File: config.mk
export PLATFORM = sky130hd
export DESIGN_NAME = gq_query
export DESIGN_NICKNAME = d
export VERILOG_FILES = /design/src/rtl/gq_pkg.sv /design/src/rtl/gq_query.sv /design/src/rtl/gq_sampler.sv /design/src/rtl/gq_tick.sv
export SDC_FILE = /design/constraint.sdc
export NUM_CORES = 1
export LEC_CHECK = 0
export BUFFER_PORTS_ARGS = -buffer_cell sky130_fd_sc_hd__buf_2
export CAP_MARGIN = 10
export CORE_ASPECT_RATIO = 0.9
export CORE_UTILIZATION = 43
export CTS_CLUSTER_DIAMETER = 150
export DETAILED_ROUTE_END_ITERATION = 10
export PLACE_DENSITY = 0.77
export SKIP_LAST_GASP = 1
export SLEW_MARGIN = 20
export SYNTH_ARGS = -nofsm -noshare
export SYNTH_HDL_FRONTEND = slang
export SYNTH_SLANG_ARGS = --single-unit
File: constraint.sdc
create_clock -name CLK_SYS -period 1.7 [get_ports CLK_SYS]
set_input_delay 0.085 -clock CLK_SYS [delete_from_list [all_inputs] [get_ports CLK_SYS]]
set_output_delay 0.085 -clock CLK_SYS [all_outputs]
set_load 0.1 [all_outputs]
File: src/rtl/gq_pkg.sv
// package of constants for the pin readback query block
package gq_pkg;
    localparam logic [7:0] QUERY_CODE = 8'h23;
    localparam logic [7:0] ANSWER_FLAG = 8'h40;
    localparam logic [7:0] ANSWER_CODE = QUERY_CODE | ANSWER_FLAG;
    localparam int ANSWER_LEN = 4;
    localparam int NUM_PINS = 5;
    localparam logic [7:0] LAST_PIN = 8'h04;
    localparam logic [7:0] LAST_LED = 8'h0C;
    localparam logic [7:0] DUTY_MAX = 8'h64;
    localparam int LVL_BIT = 0;
    localparam int FALL_BIT = 1;
    localparam int RISE_BIT = 2;
    localparam int FUNC_BIT = 3;
    localparam int CLK_HZ = 40_000_000;
    localparam int SAMPLE_HZ = 32;
    localparam int SAMPLE_CYCLES = CLK_HZ / SAMPLE_HZ;
    localparam logic [7:0] REG_INT_STATUS = 8'h00;
    localparam logic [7:0] REG_INT_MASK = 8'h04;
    localparam logic [7:0] REG_PIN_LEVELS = 8'h08;
    localparam logic [2:0] INT_REFUSED = 3'h1;
    localparam logic [2:0] INT_ANSWER = 3'h2;
    localparam logic [2:0] INT_EDGE = 3'h4;
endpackage : gq_pkg

File: src/rtl/gq_query.sv
// pin readback query engine with register port and interrupt
`timescale 1ns/10ps
module gq_query #(
    parameter int SAMPLE_PERIOD = gq_pkg::SAMPLE_CYCLES
) (
    input wire logic CLK_SYS,
    input wire logic RST_B,
    input wire logic [4:0] PIN_IN,
    input wire logic [39:0] DUTY_CFG,
    input wire logic [39:0] MODE_CFG,
    input wire logic REQ_VALID,
    input wire logic [7:0] REQ_CODE,
    input wire logic [7:0] REQ_INDEX,
    output logic ANS_VALID,
    output logic ANS_ERROR,
    output logic [7:0] ANS_TYPE,
    output logic [7:0] ANS_LEN,
    output logic [31:0] ANS_DATA,
    input wire logic [7:0] REG_ADDR,
    input wire logic [31:0] REG_WDATA,
    input wire logic REG_WR,
    input wire logic REG_RD,
    output logic [31:0] REG_RDATA,
    output logic IRQ
);
    typedef enum logic [1:0] {
        GQ_IDLE = 2'b01,
        GQ_SEND = 2'b10
    } gq_state_e;

    gq_state_e state;
    gq_state_e next_state;
    logic [4:0] sync1;
    logic [4:0] sync2;
    logic tick;
    logic [4:0] level;
    logic [4:0] fell;
    logic [4:0] rose;
    logic [4:0] clear;
    logic [2:0] int_status;
    logic [2:0] int_mask;
    logic [2:0] int_set;
    logic take;
    logic is_pin;
    logic is_led;
    logic [2:0] sel;
    logic [7:0] byte1;
    logic [7:0] byte2;
    logic [7:0] byte3;

    if (SAMPLE_PERIOD < 2) begin : g_bad_period
        $error("sample period too short");
    end

    // pins are async, two stages before any reader
    always_ff @(posedge CLK_SYS) begin
        if (!RST_B) begin
            sync1 <= 5'h00;
            sync2 <= 5'h00;
        end else begin
            sync1 <= PIN_IN;
            sync2 <= sync1;
        end
    end

    gq_tick #(
        .PERIOD(SAMPLE_PERIOD)
    ) u_tick (
        .clk(CLK_SYS),
        .rst_b(RST_B),
        .tick(tick)
    );

    genvar gi;
    generate
        for (gi = 0; gi < gq_pkg::NUM_PINS; gi++) begin : g_pin
            gq_sampler u_smp (
                .clk(CLK_SYS),
                .rst_b(RST_B),
                .pin_sync(sync2[gi]),
                .tick(tick),
                .clear(clear[gi]),
                .level(level[gi]),
                .fell(fell[gi]),
                .rose(rose[gi])
            );
            assign clear[gi] = take && is_pin && (sel == 3'(gi));
        end
    endgenerate

    assign take = (state == GQ_IDLE) && REQ_VALID
        && (REQ_CODE == gq_pkg::QUERY_CODE);
    assign is_pin = REQ_INDEX <= gq_pkg::LAST_PIN;
    assign is_led = !is_pin && (REQ_INDEX <= gq_pkg::LAST_LED);
    assign sel = REQ_INDEX[2:0];

    // answer bytes built combinationally, latched into output flops
    always_comb begin
        byte1 = 8'h00;
        byte2 = 8'h00;
        byte3 = 8'h00;
        if (is_pin) begin
            byte1[gq_pkg::LVL_BIT] = level[sel];
            byte1[gq_pkg::FALL_BIT] = fell[sel];
            byte1[gq_pkg::RISE_BIT] = rose[sel];
            byte2 = DUTY_CFG[8*sel +: 8];
            byte3[2:0] = MODE_CFG[8*sel +: 3];
            byte3[gq_pkg::FUNC_BIT] = MODE_CFG[8*sel+3];
        end
        // led duty/mode are not provided here; stored state is zero
        // byte1 and function bit stay zero for leds
    end

    always_comb begin
        next_state = state;
        case (state)
            GQ_IDLE: begin
                if (take) begin
                    next_state = GQ_SEND;
                end
            end
            GQ_SEND: begin
                next_state = GQ_IDLE;
            end
            default: begin
                next_state = GQ_IDLE;
            end
        endcase
    end

    always_ff @(posedge CLK_SYS) begin
        if (!RST_B) begin
            state <= GQ_IDLE;
        end else begin
            state <= next_state;
        end
    end

    // one cycle answer pulse a cycle after the request
    always_ff @(posedge CLK_SYS) begin
        if (!RST_B) begin
            ANS_VALID <= 1'b0;
            ANS_ERROR <= 1'b0;
            ANS_TYPE <= 8'h00;
            ANS_LEN <= 8'h00;
            ANS_DATA <= 32'h0;
        end else if (take) begin
            ANS_VALID <= 1'b1;
            ANS_ERROR <= !(is_pin || is_led);
            ANS_TYPE <= gq_pkg::ANSWER_CODE;
            ANS_LEN <= (is_pin || is_led) ? 8'(gq_pkg::ANSWER_LEN) : 8'h00;
            ANS_DATA <= {byte3, byte2, byte1, REQ_INDEX};
        end else begin
            ANS_VALID <= 1'b0;
            ANS_ERROR <= 1'b0;
        end
    end

    // edge bit is a fresh capture; sticky flags would defeat the clear
    assign int_set = {tick && |(level ^ sync2),
        take && (is_pin || is_led), take && !is_pin && !is_led};

    // set wins over write-one-to-clear
    always_ff @(posedge CLK_SYS) begin
        if (!RST_B) begin
            int_status <= 3'h0;
        end else if (REG_WR && REG_ADDR == gq_pkg::REG_INT_STATUS) begin
            int_status <= (int_status & ~REG_WDATA[2:0]) | int_set;
        end else begin
            int_status <= int_status | int_set;
        end
    end

    always_ff @(posedge CLK_SYS) begin
        if (!RST_B) begin
            int_mask <= 3'h0;
        end else if (REG_WR && REG_ADDR == gq_pkg::REG_INT_MASK) begin
            int_mask <= REG_WDATA[2:0];
        end
    end

    always_ff @(posedge CLK_SYS) begin
        if (!RST_B) begin
            IRQ <= 1'b0;
        end else begin
            IRQ <= |(int_status & int_mask);
        end
    end

    // unmapped reads return zero
    always_ff @(posedge CLK_SYS) begin
        if (!RST_B) begin
            REG_RDATA <= 32'h0;
        end else if (REG_RD) begin
            case (REG_ADDR)
                gq_pkg::REG_INT_STATUS: REG_RDATA <= {29'h0, int_status};
                gq_pkg::REG_INT_MASK: REG_RDATA <= {29'h0, int_mask};
                gq_pkg::REG_PIN_LEVELS: REG_RDATA <= {17'h0, rose, fell, level};
                default: REG_RDATA <= 32'h0;
            endcase
        end else begin
            REG_RDATA <= 32'h0;
        end
    end

    property p_answer_code;
        @(posedge CLK_SYS) disable iff (!RST_B)
        take |=> ANS_VALID && ANS_TYPE == 8'h63;
    endproperty
    a_answer_code: assert property (p_answer_code)
        else $error("answer type wrong");

    property p_echo_index;
        @(posedge CLK_SYS) disable iff (!RST_B)
        take |=> ANS_DATA[7:0] == $past(REQ_INDEX);
    endproperty
    a_echo_index: assert property (p_echo_index)
        else $error("index not echoed");

    property p_led_zero;
        @(posedge CLK_SYS) disable iff (!RST_B)
        take && is_led |=> ANS_DATA[15:8] == 8'h00 && !ANS_DATA[27];
    endproperty
    a_led_zero: assert property (p_led_zero)
        else $error("led byte not zero");

    property p_bad_index;
        @(posedge CLK_SYS) disable iff (!RST_B)
        take && REQ_INDEX > 8'h0C |=> ANS_ERROR && ANS_LEN == 8'h00;
    endproperty
    a_bad_index: assert property (p_bad_index)
        else $error("bad index not refused");

    property p_good_len;
        @(posedge CLK_SYS) disable iff (!RST_B)
        take && REQ_INDEX <= 8'h0C |=> !ANS_ERROR && ANS_LEN == 8'h04;
    endproperty
    a_good_len: assert property (p_good_len)
        else $error("length not four");

    property p_level_held;
        @(posedge CLK_SYS) disable iff (!RST_B)
        !tick |=> $stable(level);
    endproperty
    a_level_held: assert property (p_level_held)
        else $error("level moved without tick");

    property p_clear_edges;
        @(posedge CLK_SYS) disable iff (!RST_B)
        clear[0] && !tick |=> !fell[0] && !rose[0];
    endproperty
    a_clear_edges: assert property (p_clear_edges)
        else $error("edges not restarted");

    property p_pin_level;
        @(posedge CLK_SYS) disable iff (!RST_B)
        take && REQ_INDEX == 8'h00 |=> ANS_DATA[8] == $past(level[0]);
    endproperty
    a_pin_level: assert property (p_pin_level)
        else $error("level bit wrong");

    property p_ans_pulse;
        @(posedge CLK_SYS) disable iff (!RST_B)
        ANS_VALID |=> !ANS_VALID;
    endproperty
    a_ans_pulse: assert property (p_ans_pulse)
        else $error("answer longer than one cycle");

    property p_refused_status;
        @(posedge CLK_SYS) disable iff (!RST_B)
        take && !is_pin && !is_led |=> int_status[0];
    endproperty
    a_refused_status: assert property (p_refused_status)
        else $error("refusal not flagged");

    property p_answered_status;
        @(posedge CLK_SYS) disable iff (!RST_B)
        take && (is_pin || is_led) |=> int_status[1];
    endproperty
    a_answered_status: assert property (p_answered_status)
        else $error("answer not flagged");

    property p_edge_status;
        @(posedge CLK_SYS) disable iff (!RST_B)
        tick && |(level ^ sync2) |=> int_status[2];
    endproperty
    a_edge_status: assert property (p_edge_status)
        else $error("sampled edge not flagged");

    property p_fall_capture;
        @(posedge CLK_SYS) disable iff (!RST_B)
        tick && level[0] && !sync2[0] |=> fell[0];
    endproperty
    a_fall_capture: assert property (p_fall_capture)
        else $error("falling edge lost");

    property p_rise_capture;
        @(posedge CLK_SYS) disable iff (!RST_B)
        tick && !level[0] && sync2[0] |=> rose[0];
    endproperty
    a_rise_capture: assert property (p_rise_capture)
        else $error("rising edge lost");

    property p_level_follows;
        @(posedge CLK_SYS) disable iff (!RST_B)
        tick |=> level == $past(sync2);
    endproperty
    a_level_follows: assert property (p_level_follows)
        else $error("level not the sensed pin");

    property p_led_cfg;
        @(posedge CLK_SYS) disable iff (!RST_B)
        take && is_led |=> ANS_DATA[31:16] == 16'h0000;
    endproperty
    a_led_cfg: assert property (p_led_cfg)
        else $error("led config not zero");

    property p_reserved_zero;
        @(posedge CLK_SYS) disable iff (!RST_B)
        take |=> ANS_DATA[31:28] == 4'h0 && ANS_DATA[15:11] == 5'h00;
    endproperty
    a_reserved_zero: assert property (p_reserved_zero)
        else $error("reserved bits not zero");

    property p_duty_pass;
        @(posedge CLK_SYS) disable iff (!RST_B)
        take && REQ_INDEX == 8'h00 |=> ANS_DATA[23:16] == $past(DUTY_CFG[7:0]);
    endproperty
    a_duty_pass: assert property (p_duty_pass)
        else $error("duty byte wrong");

    property p_mode_pass;
        @(posedge CLK_SYS) disable iff (!RST_B)
        take && REQ_INDEX == 8'h00 |=> ANS_DATA[26:24] == $past(MODE_CFG[2:0]);
    endproperty
    a_mode_pass: assert property (p_mode_pass)
        else $error("drive mode wrong");

    property p_func_pass;
        @(posedge CLK_SYS) disable iff (!RST_B)
        take && REQ_INDEX == 8'h00 |=> ANS_DATA[27] == $past(MODE_CFG[3]);
    endproperty
    a_func_pass: assert property (p_func_pass)
        else $error("function bit wrong");

    property p_one_take;
        @(posedge CLK_SYS) disable iff (!RST_B)
        take |=> !take;
    endproperty
    a_one_take: assert property (p_one_take)
        else $error("request taken back to back");

    c_edge_clear: cover property (@(posedge CLK_SYS) clear[0] && rose[0]);
    c_pin_query: cover property (@(posedge CLK_SYS) take && is_pin);
    c_led_query: cover property (@(posedge CLK_SYS) take && is_led);
    c_bad_query: cover property (@(posedge CLK_SYS) take && !is_pin && !is_led);
    c_irq: cover property (@(posedge CLK_SYS) IRQ);
endmodule : gq_query

File: src/rtl/gq_sampler.sv
// per pin sampler with edge capture
`timescale 1ns/10ps
module gq_sampler (
    input wire logic clk,
    input wire logic rst_b,
    input wire logic pin_sync,
    input wire logic tick,
    input wire logic clear,
    output logic level,
    output logic fell,
    output logic rose
);
    // only the tick may change the level, so bounce is filtered
    always_ff @(posedge clk) begin
        if (!rst_b) begin
            level <= 1'b0;
        end else if (tick) begin
            level <= pin_sync;
        end
    end
    // a tick edge in the clear cycle survives the clear
    always_ff @(posedge clk) begin
        if (!rst_b) begin
            fell <= 1'b0;
            rose <= 1'b0;
        end else begin
            fell <= (tick && level && !pin_sync) || (fell && !clear);
            rose <= (tick && !level && pin_sync) || (rose && !clear);
        end
    end
endmodule : gq_sampler

File: src/rtl/gq_tick.sv
// free running sample tick divider
`timescale 1ns/10ps
module gq_tick #(
    parameter int PERIOD = gq_pkg::SAMPLE_CYCLES
) (
    input wire logic clk,
    input wire logic rst_b,
    output logic tick
);
    logic [31:0] count;
    if (PERIOD < 2) begin : g_bad_period
        $error("gq_tick period too short");
    end
    // not tied to query arrival
    always_ff @(posedge clk) begin
        if (!rst_b) begin
            count <= 32'h0;
            tick <= 1'b0;
        end else if (count == 32'(PERIOD - 1)) begin
            count <= 32'h0;
            tick <= 1'b1;
        end else begin
            count <= count + 32'h1;
            tick <= 1'b0;
        end
    end
endmodule : gq_tick

# After elaboration in Yosys (flattened, before gate mapping)
# Index checks and enable logic that the tools add are counted.
# op_classes
add_sub_neg	2
order_cmp	4
n_eq_ne	9
n_shift	2
mux	16
bitwise_logic	7
reduce_logical	82
# op_table
op	count
1-bit logical AND	45
15-bit case mux with 3 select lines	1
40-bit by 7-bit indexed part select with 3-bit output	1
40-bit by 7-bit indexed part select with 8-bit output	1
32-bit by 1-bit adder with 32-bit output, second input constant	1
32-bit by 21-bit == test with 1-bit output, second input constant	1
1-bit logical NOT	18
1-bit logical OR	11
1-bit binary-select mux with 3-bit select	3
3-bit 2-to-1 mux	3
8-bit by 3-bit == test with 1-bit output, second input constant	1
8-bit by 4-bit == test with 1-bit output, second input constant	1
8-bit by 6-bit == test with 1-bit output, second input constant	1
8-bit by 3-bit <= comparator with 1-bit output, second input constant	1
8-bit by 4-bit <= comparator with 1-bit output, second input constant	1
8-bit logical NOT	1
8-bit 2-to-1 mux	1
6-bit by 2-bit adder with 7-bit output, second input constant	1
7-bit less-than comparator, second input constant	1
3-bit bitwise AND	2
1-bit binary-select mux with 6-bit select	1
3-bit by 2-bit == test with 1-bit output, second input constant	2
1-bit 2-to-1 mux	6
3-bit bitwise OR	2
other kinds (13)	15
# word_totals
reg_bits	133
input_bits	146
out_inout_bits	83
wordCells	151

# Longest topological paths before layout
# Gate-level depths: netlist (run 1).
# depth
depth_word	8
depth_mapped	7
ltp_nobuf	5

# By module
# A second synthesis (run 1) with hierarchy kept.
# hier_totals
cells_unflattened	566
area_unflattened_um2	5271.3
# by_module_without_submodules
module	n_inst	cells_per_inst	area_per_inst_um2	seq_area_each_um2
gq_query	1	320	3064.2	1221.2
gq_tick	1	191	1625.3	660.6
gq_sampler	5	11	116.4	60.1

# Least setup slack after synthesis (run 1)
# No wires, ideal clock.
# synth_timing
kind	flip-flop to flip-flop
start	register u_tick.count[0]
end	register u_tick.count[2]
setup_time_ps	128
arrival_ps	1579
t_required_ps	1572
path_slack_ps	-7
stages_incl_launch_ff	8
n_path_buf	2
path_cell_list	dfxtp_1 -> ha_1 -> and3_1 -> clkbuf_1 -> nand4_1 -> o21ai_1 -> clkbuf_1 -> nor2_1
# synth_between
elab_chain_len	2
word_cells_on_any_way	3
cone_classes	1 x add/sub; 1 x eq/ne; 1 x reduce/logical
# synth_lines
item	line_no	source
start: declaration	gq_tick.sv:10	logic [31:0] count;
start signal: assignment	gq_tick.sv:23	count <= count + 32'h1;
branches (longest 2 deep; another with 32-bit by 1-bit adder with 32-bit output)	-	
# Several ways; the timed one is not identified.
# A chain may end at the register's enable or synchronous reset.

# Final worst setup path (run 1)
# layout_timing
start	register u_tick.count[9]
end	register u_tick.count[19]
# The elaborated chain is that of the path after synthesis.

==> flow_summary.ini, run 1 <==
[cells_and_area]
area_delta_synth_final_pct = 27.8
num-fill-cells = 996
post-route-util_pct = 57.1
final_nets = 881
antenna_cells = 0
drive_above_1_share_pct = 34.0

[global_routing]
grt_pass1_wl_um = 21500
grt_max_degree = 27
grt_use_total_pct = 20.9
antenna_found_initial = 0
grt_overflow = 0
grt_pass1_vias = 4619

[synthesis]
synth_area_leaders = dfxtp_1, buf_4, mux4_2
yosysMostFrequentCell = dfxtp_1
ys_ff_latch = 109
synth_common_cells = dfxtp_1, nand2_1, a21oi_1
synth_top_area_cell = dfxtp_1
syn_area_um2 = 5170
postSynthAreaPerCell_um2 = 9.25
ys_seq_area_share_pct = 42.2
synth_top_area_share_pct = 42.2
synth.distinct_cells = 53
synth_edf_count = 0
ys.flop_type = dfxtp_1
yosysWarnings = 0
postSynth.asyncResetShare_pct = 0
netlist_instances = 559

[timing]
tightest_slew_ps = 645
finalMaxSlewViolations = 0
fin_tns_setup_ps = 0
fin_skew_ps = 5.54
maxSlewHeadroom_pct = 57.0
min_period_ps = 1660
max_freq_mhz = 603
rsz0062_at_grt = true
hold_violations = 0
setup_viol = 0
post-route-period-util_pct = 97.5

[clock_network]
cts.sinks = 109
clk_latency_ps = 350
root_buffer = clkbuf_16
clkTransAtPathRegs_ps = 70
numCtsBuffers = 9
htree_levels = 3
cts_tree = built
clockBufferDepth = 2

[detailed_routing]
via_count = 4808
final_antenna_net_count = 0
drt_drc_violations_left = 0
avgViaCountPerCell = 5.37
first_iter_violations = 296
wl_per_cell_um = 14.8
totalWireLength_um = 13200
first_pass_iters = 7

[status]
status = finished clean

[floorplanning]
num_io_pins = 229
initial_core_util_pct = 44.7
die-area_um2 = 12500
coreArea_um2 = 11600
die_w_um = 118
rows = 37
dieHeight_um = 106

[pwr]
ir_drop_mv = 0.452
p_clk_share_pct = 39.4
powerDensity_nw_per_um2 = 829
p_seq_share_pct = 47.1
p_int_uw = 3980
p_leak_uw = 0.00275
switchingPower_uw = 1500
p_comb_share_pct = 13.5
power.share.switching_pct = 27.4
total_power_uw = 5480

[placed_design]
place.detailed.hpwl_um = 9800
portBuffers = 142
globalplace.congestion = 0.850

[hold_path]
hp-class = primary input to flip-flop

[flow_run]
maxCapViolations = 0

[critical_path]
end_kind = flip-flop
crit_fanout = 21
worstSetupPathType = flip-flop to flip-flop
cp.arrival_ps = 1940
cp-start-kind = flip-flop
required_ps = 1980
## flip-flops by register name, summed over array words and instances, names as in the netlist, 2 cells and up
| name | count |
|---|---|
| u_tick.count | 32 |
| ANS_DATA | 23 |
| REG_RDATA | 15 |
| g_pin.u_smp.fell | 5 |
| g_pin.u_smp.level | 5 |
| g_pin.u_smp.rose | 5 |
| sync1 | 5 |
| sync2 | 5 |
| int_mask | 3 |
| int_status | 3 |
| state | 2 |
## routing by layer
metal / GRT usage, % / vias to the layer above / share of wire [%]
met2: 36.3 / 184 / 50
met5: 0 / - / 0
met4: 8.70 / 0 / 2.3
met3: 3.11 / 27 / 5.2
met1: 26.0 / 2298 / 43
li1: - / 2299 / -
## worst paths after layout
path / start / endpoint / slack, ps / depth (start not counted)
worst max-delay path: u_tick.count[9]$_SDFF_PP0_ / u_tick.count[19]$_SDFF_PP0_ / 40 / 5
worst min-delay path: DUTY_CFG[36] / ANS_DATA[20]$_SDFFE_PN0N_ / 7 / 3
worst max register to register: u_tick.count[9]$_SDFF_PP0_ / u_tick.count[19]$_SDFF_PP0_ / 40 / 5
worst min register to register: sync1[3]$_SDFF_PN0_ / sync2[3]$_SDFF_PN0_ / 430 / 1
## area by class of cell
class	instances	area, µm²	share of cell area [%]
multi-input combinational	410	2710	41.0
sequential	109	2200	33.2
timing repair buffer	200	1190	18.0
clock buffer	11	243	3.67
tap	156	195	2.95
clock inverter	5	66.3	1.00
inverter	4	15.0	0.227
## stage by stage
stage | worst slack (ps) | area [µm²] | hold WS (ps) | instances
after floorplan | -7.07 | 5310 | 195 | 595
after global placement | -89.9 | 6100 | 298 | 865
after detailed placement | -116 | 6100 | 299 | 865
after CTS | 18.2 | 6550 | 0.458 | 895
after global routing | -66.4 | 6610 | 14.9 | 895
final | 42.7 | 6610 | 7.26 | 895
## critical path, stage by stage, from the launching register on
cell and delay, ps:
dfxtp_1 350, and4_4 280, nand4_1 120, buf_6 180
or4_1 510, a21oi_2 160
## power groups by stage
stage	Sequential [µW]	Combinational (µW)	Clock (µW)
CTS	2580	730	2190
detailed placement	2640	708	0
global placement	2640	695	0
finish	2580	739	2160
global route	2580	780	2300
floorplan	2640	612	0
## placed cells by master, fill, tap and decap left out, drive strengths merged, types with 2 or more instances in the layout
cell type,instances
xnor2,6
nor2b,17
nand3,12
xor2,7
clkinv,2
nand2,47
dfxtp,109
mux2,3
o22a,3
or3,7
mux4,12
a21oi,44
clkbuf,11
o2bb2ai,15
nor4,8
a22oi,6
and3,5
conb,37
and4,7
nor3,6
or2,2
nor4b,5
buf,188
nor3b,2
mux2i,12
inv,5
o22ai,8
o21ai,8
dlygate4sd3,12
o31ai,15
or4,14
and2,25
nand4,17
nor2,40
nand2b,9
a31o,2
## logic make-up after synthesis
logic type                 share of synthesized area [%]
AOI/OAI and AO/OA                                   13.1
xor gates and xnor gates                            2.20
adders and majority gates                          0.242
buffers and inverters                               8.88
DFF                                                 42.2
muxes                                               8.20
other                                             0.0725
and+or+nand+nor                                     25.1
## repair_timing
action	in CTS	in global routing
hold buffers	12	0
gates resized for setup	2	25
setup endpoints to repair	3	48
pin swaps	1	2
setup buffers	2	0
endpoints found under the hold margin	12	0
No activity file was read; power rests on OpenSTA's default activity.
==> run 2: changes to the inputs <==
--- a/config.mk
+++ b/config.mk
@@ -8,10 +8,11 @@
 export BUFFER_PORTS_ARGS = -buffer_cell sky130_fd_sc_hd__buf_2
 export CAP_MARGIN = 10
 export CORE_ASPECT_RATIO = 0.9
-export CORE_UTILIZATION = 43
+export CORE_UTILIZATION = 44
+export CTS_BUF_LIST = sky130_fd_sc_hd__clkbuf_2 sky130_fd_sc_hd__clkbuf_4 sky130_fd_sc_hd__clkbuf_8
 export CTS_CLUSTER_DIAMETER = 150
 export DETAILED_ROUTE_END_ITERATION = 10
-export PLACE_DENSITY = 0.77
+export PLACE_DENSITY = 0.78
 export SKIP_LAST_GASP = 1
 export SLEW_MARGIN = 20
 export SYNTH_ARGS = -nofsm -noshare
==> run 2 against run 1 <==
Against the previous run: the flow now finishes with violations (design-rule violations, negative setup slack); hold slack improved by 29 ps; clock skew rose by 12 ps; final cell count is 2.6% higher; global-route usage rose by 0.067 points; final area increased by 3.1%; register-to-register slack got worse by 90 ps; critical path depth increased by 1; critical path type unchanged; critical endpoint is now u_tick.count[29]$_SDFF_PP0_; largest power group unchanged.
==> flow_summary.ini, run 2 (synthesized netlist as in run 1, its figures left out) <==
[critical_path]
cp-start-kind = flip-flop
cp.arrival_ps = 2010
end_kind = flip-flop
path_cells = buf_4 > nor4bb_2 > nand4_1 > o21ai_4 > buf_6 > a21oi_2
worst_path_largest_cell_delay_ps = 340
worstSetupPathType = flip-flop to flip-flop
slowest_stage = dfxtp_2
crit_fanout = 7
reg2reg_depth = 6
required_ps = 1960

[detailed_routing]
wl_per_cell_um = 14.8
first_iter_violations = 278
totalWireLength_um = 13600
via_count = 4919
final_antenna_net_count = 0
drt_drc_violations_left = 2
avgViaCountPerCell = 5.36
first_pass_iters = 8

[placed_design]
dp_slack_ps = -151
dp_cells = 866
portBuffers = 142
globalplace.congestion = 0.901
place.detailed.hpwl_um = 9420

[timing]
tightest_slew_ps = 676
rsz0062_at_grt = true
min_period_ps = 1750
post-route-period-util_pct = 103
hold_violations = 0
max_freq_mhz = 572
holdWs_ps = 36.2
setup_viol = 31
fin_skew_ps = 17.4
fin_tns_setup_ps = -640
finalMaxSlewViolations = 0
finalWorstSetupSlack_ps = -48.2
maxSlewHeadroom_pct = 54.9

[status]
failed_checks = design-rule violations, negative setup slack
status = finished, violations left

[clock_network]
htree_levels = 3
clockBufferDepth = 2
cts_tree = built
root_buffer = clkbuf_8
clkTransAtPathRegs_ps = 110
cts.sinks = 109
numCtsBuffers = 9
clk_latency_ps = 380

[global_routing]
antenna_found_initial = 0
grt_pass1_vias = 4523
grt_pass1_wl_um = 20500
grt_max_degree = 27
grt_overflow = 0
grt_use_total_pct = 21.0

[floorplanning]
num_io_pins = 229
dieHeight_um = 105
die_w_um = 116
coreArea_um2 = 11400
die-area_um2 = 12200
initial_core_util_pct = 45.2
rows = 37

[pwr]
switchingPower_uw = 1510
ir_drop_mv = 0.780
p_leak_uw = 0.00280
p_comb_share_pct = 15.9
p_int_uw = 3420
p_seq_share_pct = 52.4
power.share.switching_pct = 30.6
p_clk_share_pct = 31.7
powerDensity_nw_per_um2 = 722
total_power_uw = 4920

[cells_and_area]
num-fill-cells = 959
final_common_cell = buf_2
final_cell_mix = buf_2, dfxtp_1, buf_4, nand2_1, conb_1
fin_cells = 918
final_nets = 904
top_regs = u_tick.count (32), ANS_DATA (23), REG_RDATA (15)
area_delta_synth_final_pct = 31.8
multiInputGateArea_um2 = 2820
seq_area_um2 = 2190
largest_register = u_tick.count
largest_reg_flops = 32
antenna_cells = 0
drive_above_1_share_pct = 38.1

[hold_path]
min_path_cells = 3
hp-class = primary input to flip-flop

[flow_run]
maxCapViolations = 0
run 2: per-stage QoR:
step	instance area [µm²]	utilization [%]
6_report	6820	59.6
5_1_grt	6820	59.6
4_1_cts	6540	57.2
3_5_place_dp	6110	53.4
3_3_place_gp	6110	53.4
2_1_floorplan	5310	-
run 2: final cells by class:
cell class,count,share of cell area (%)
clock buffers,10,2.02
flip-flops and latches,109,32.2
multi-input cells,410,41.3
clock inverters,6,0.899
inverters,4,0.220
repair buffers,223,20.5
well taps,156,2.86
run 2: critical path: cells and delay by family (launching register included):
| kind | cells | cell delay [ps] |
|---|---|---|
| buf+inv | 2 | 350 |
| simple gates | 2 | 560 |
| compound gates | 2 | 390 |
| flops | 1 | 340 |
run 2: final timing paths:
kind | startpoint | end | slack, ps
hold / removal | REG_RD | REG_RDATA[2]$_SDFF_PN0_ | 40
hold reg to reg | sync1[1]$_SDFF_PN0_ | sync2[1]$_SDFF_PN0_ | 440
setup / recovery | u_tick.count[11]$_SDFF_PP0_ | u_tick.count[29]$_SDFF_PP0_ | -50
setup reg to reg | u_tick.count[11]$_SDFF_PP0_ | u_tick.count[29]$_SDFF_PP0_ | -50
run 2: power groups by stage:
| stage | clock network (µW) | logic (µW) | registers (µW) |
|---|---|---|---|
| floorplan | 0 | 612 | 2640 |
| global placement | 0 | 696 | 2640 |
| detailed placement | 0 | 707 | 2640 |
| CTS | 1590 | 748 | 2580 |
| global route | 1700 | 824 | 2590 |
| finish | 1560 | 782 | 2580 |
run 2: routing by layer:
metal | vias up | routed length (µm) | global-route usage (%) | part of all wire [%]
met4 | 0 | 333 | 8.97 | 2.5
met5 | - | 0 | 0 | 0
li1 | 2350 | - | - | -
met1 | 2337 | 5950 | 26.4 | 44
met2 | 204 | 6530 | 34.8 | 48
met3 | 28 | 749 | 3.89 | 5.5
run 2: what timing repair did:
item	CTS	global route
gates resized for setup	2	60
pin swaps	2	16
hold buffers	22	0
cloned	0	5
endpoints found under the hold margin	23	0
buffers inserted	1	8
endpoints found under the setup margin	7	33
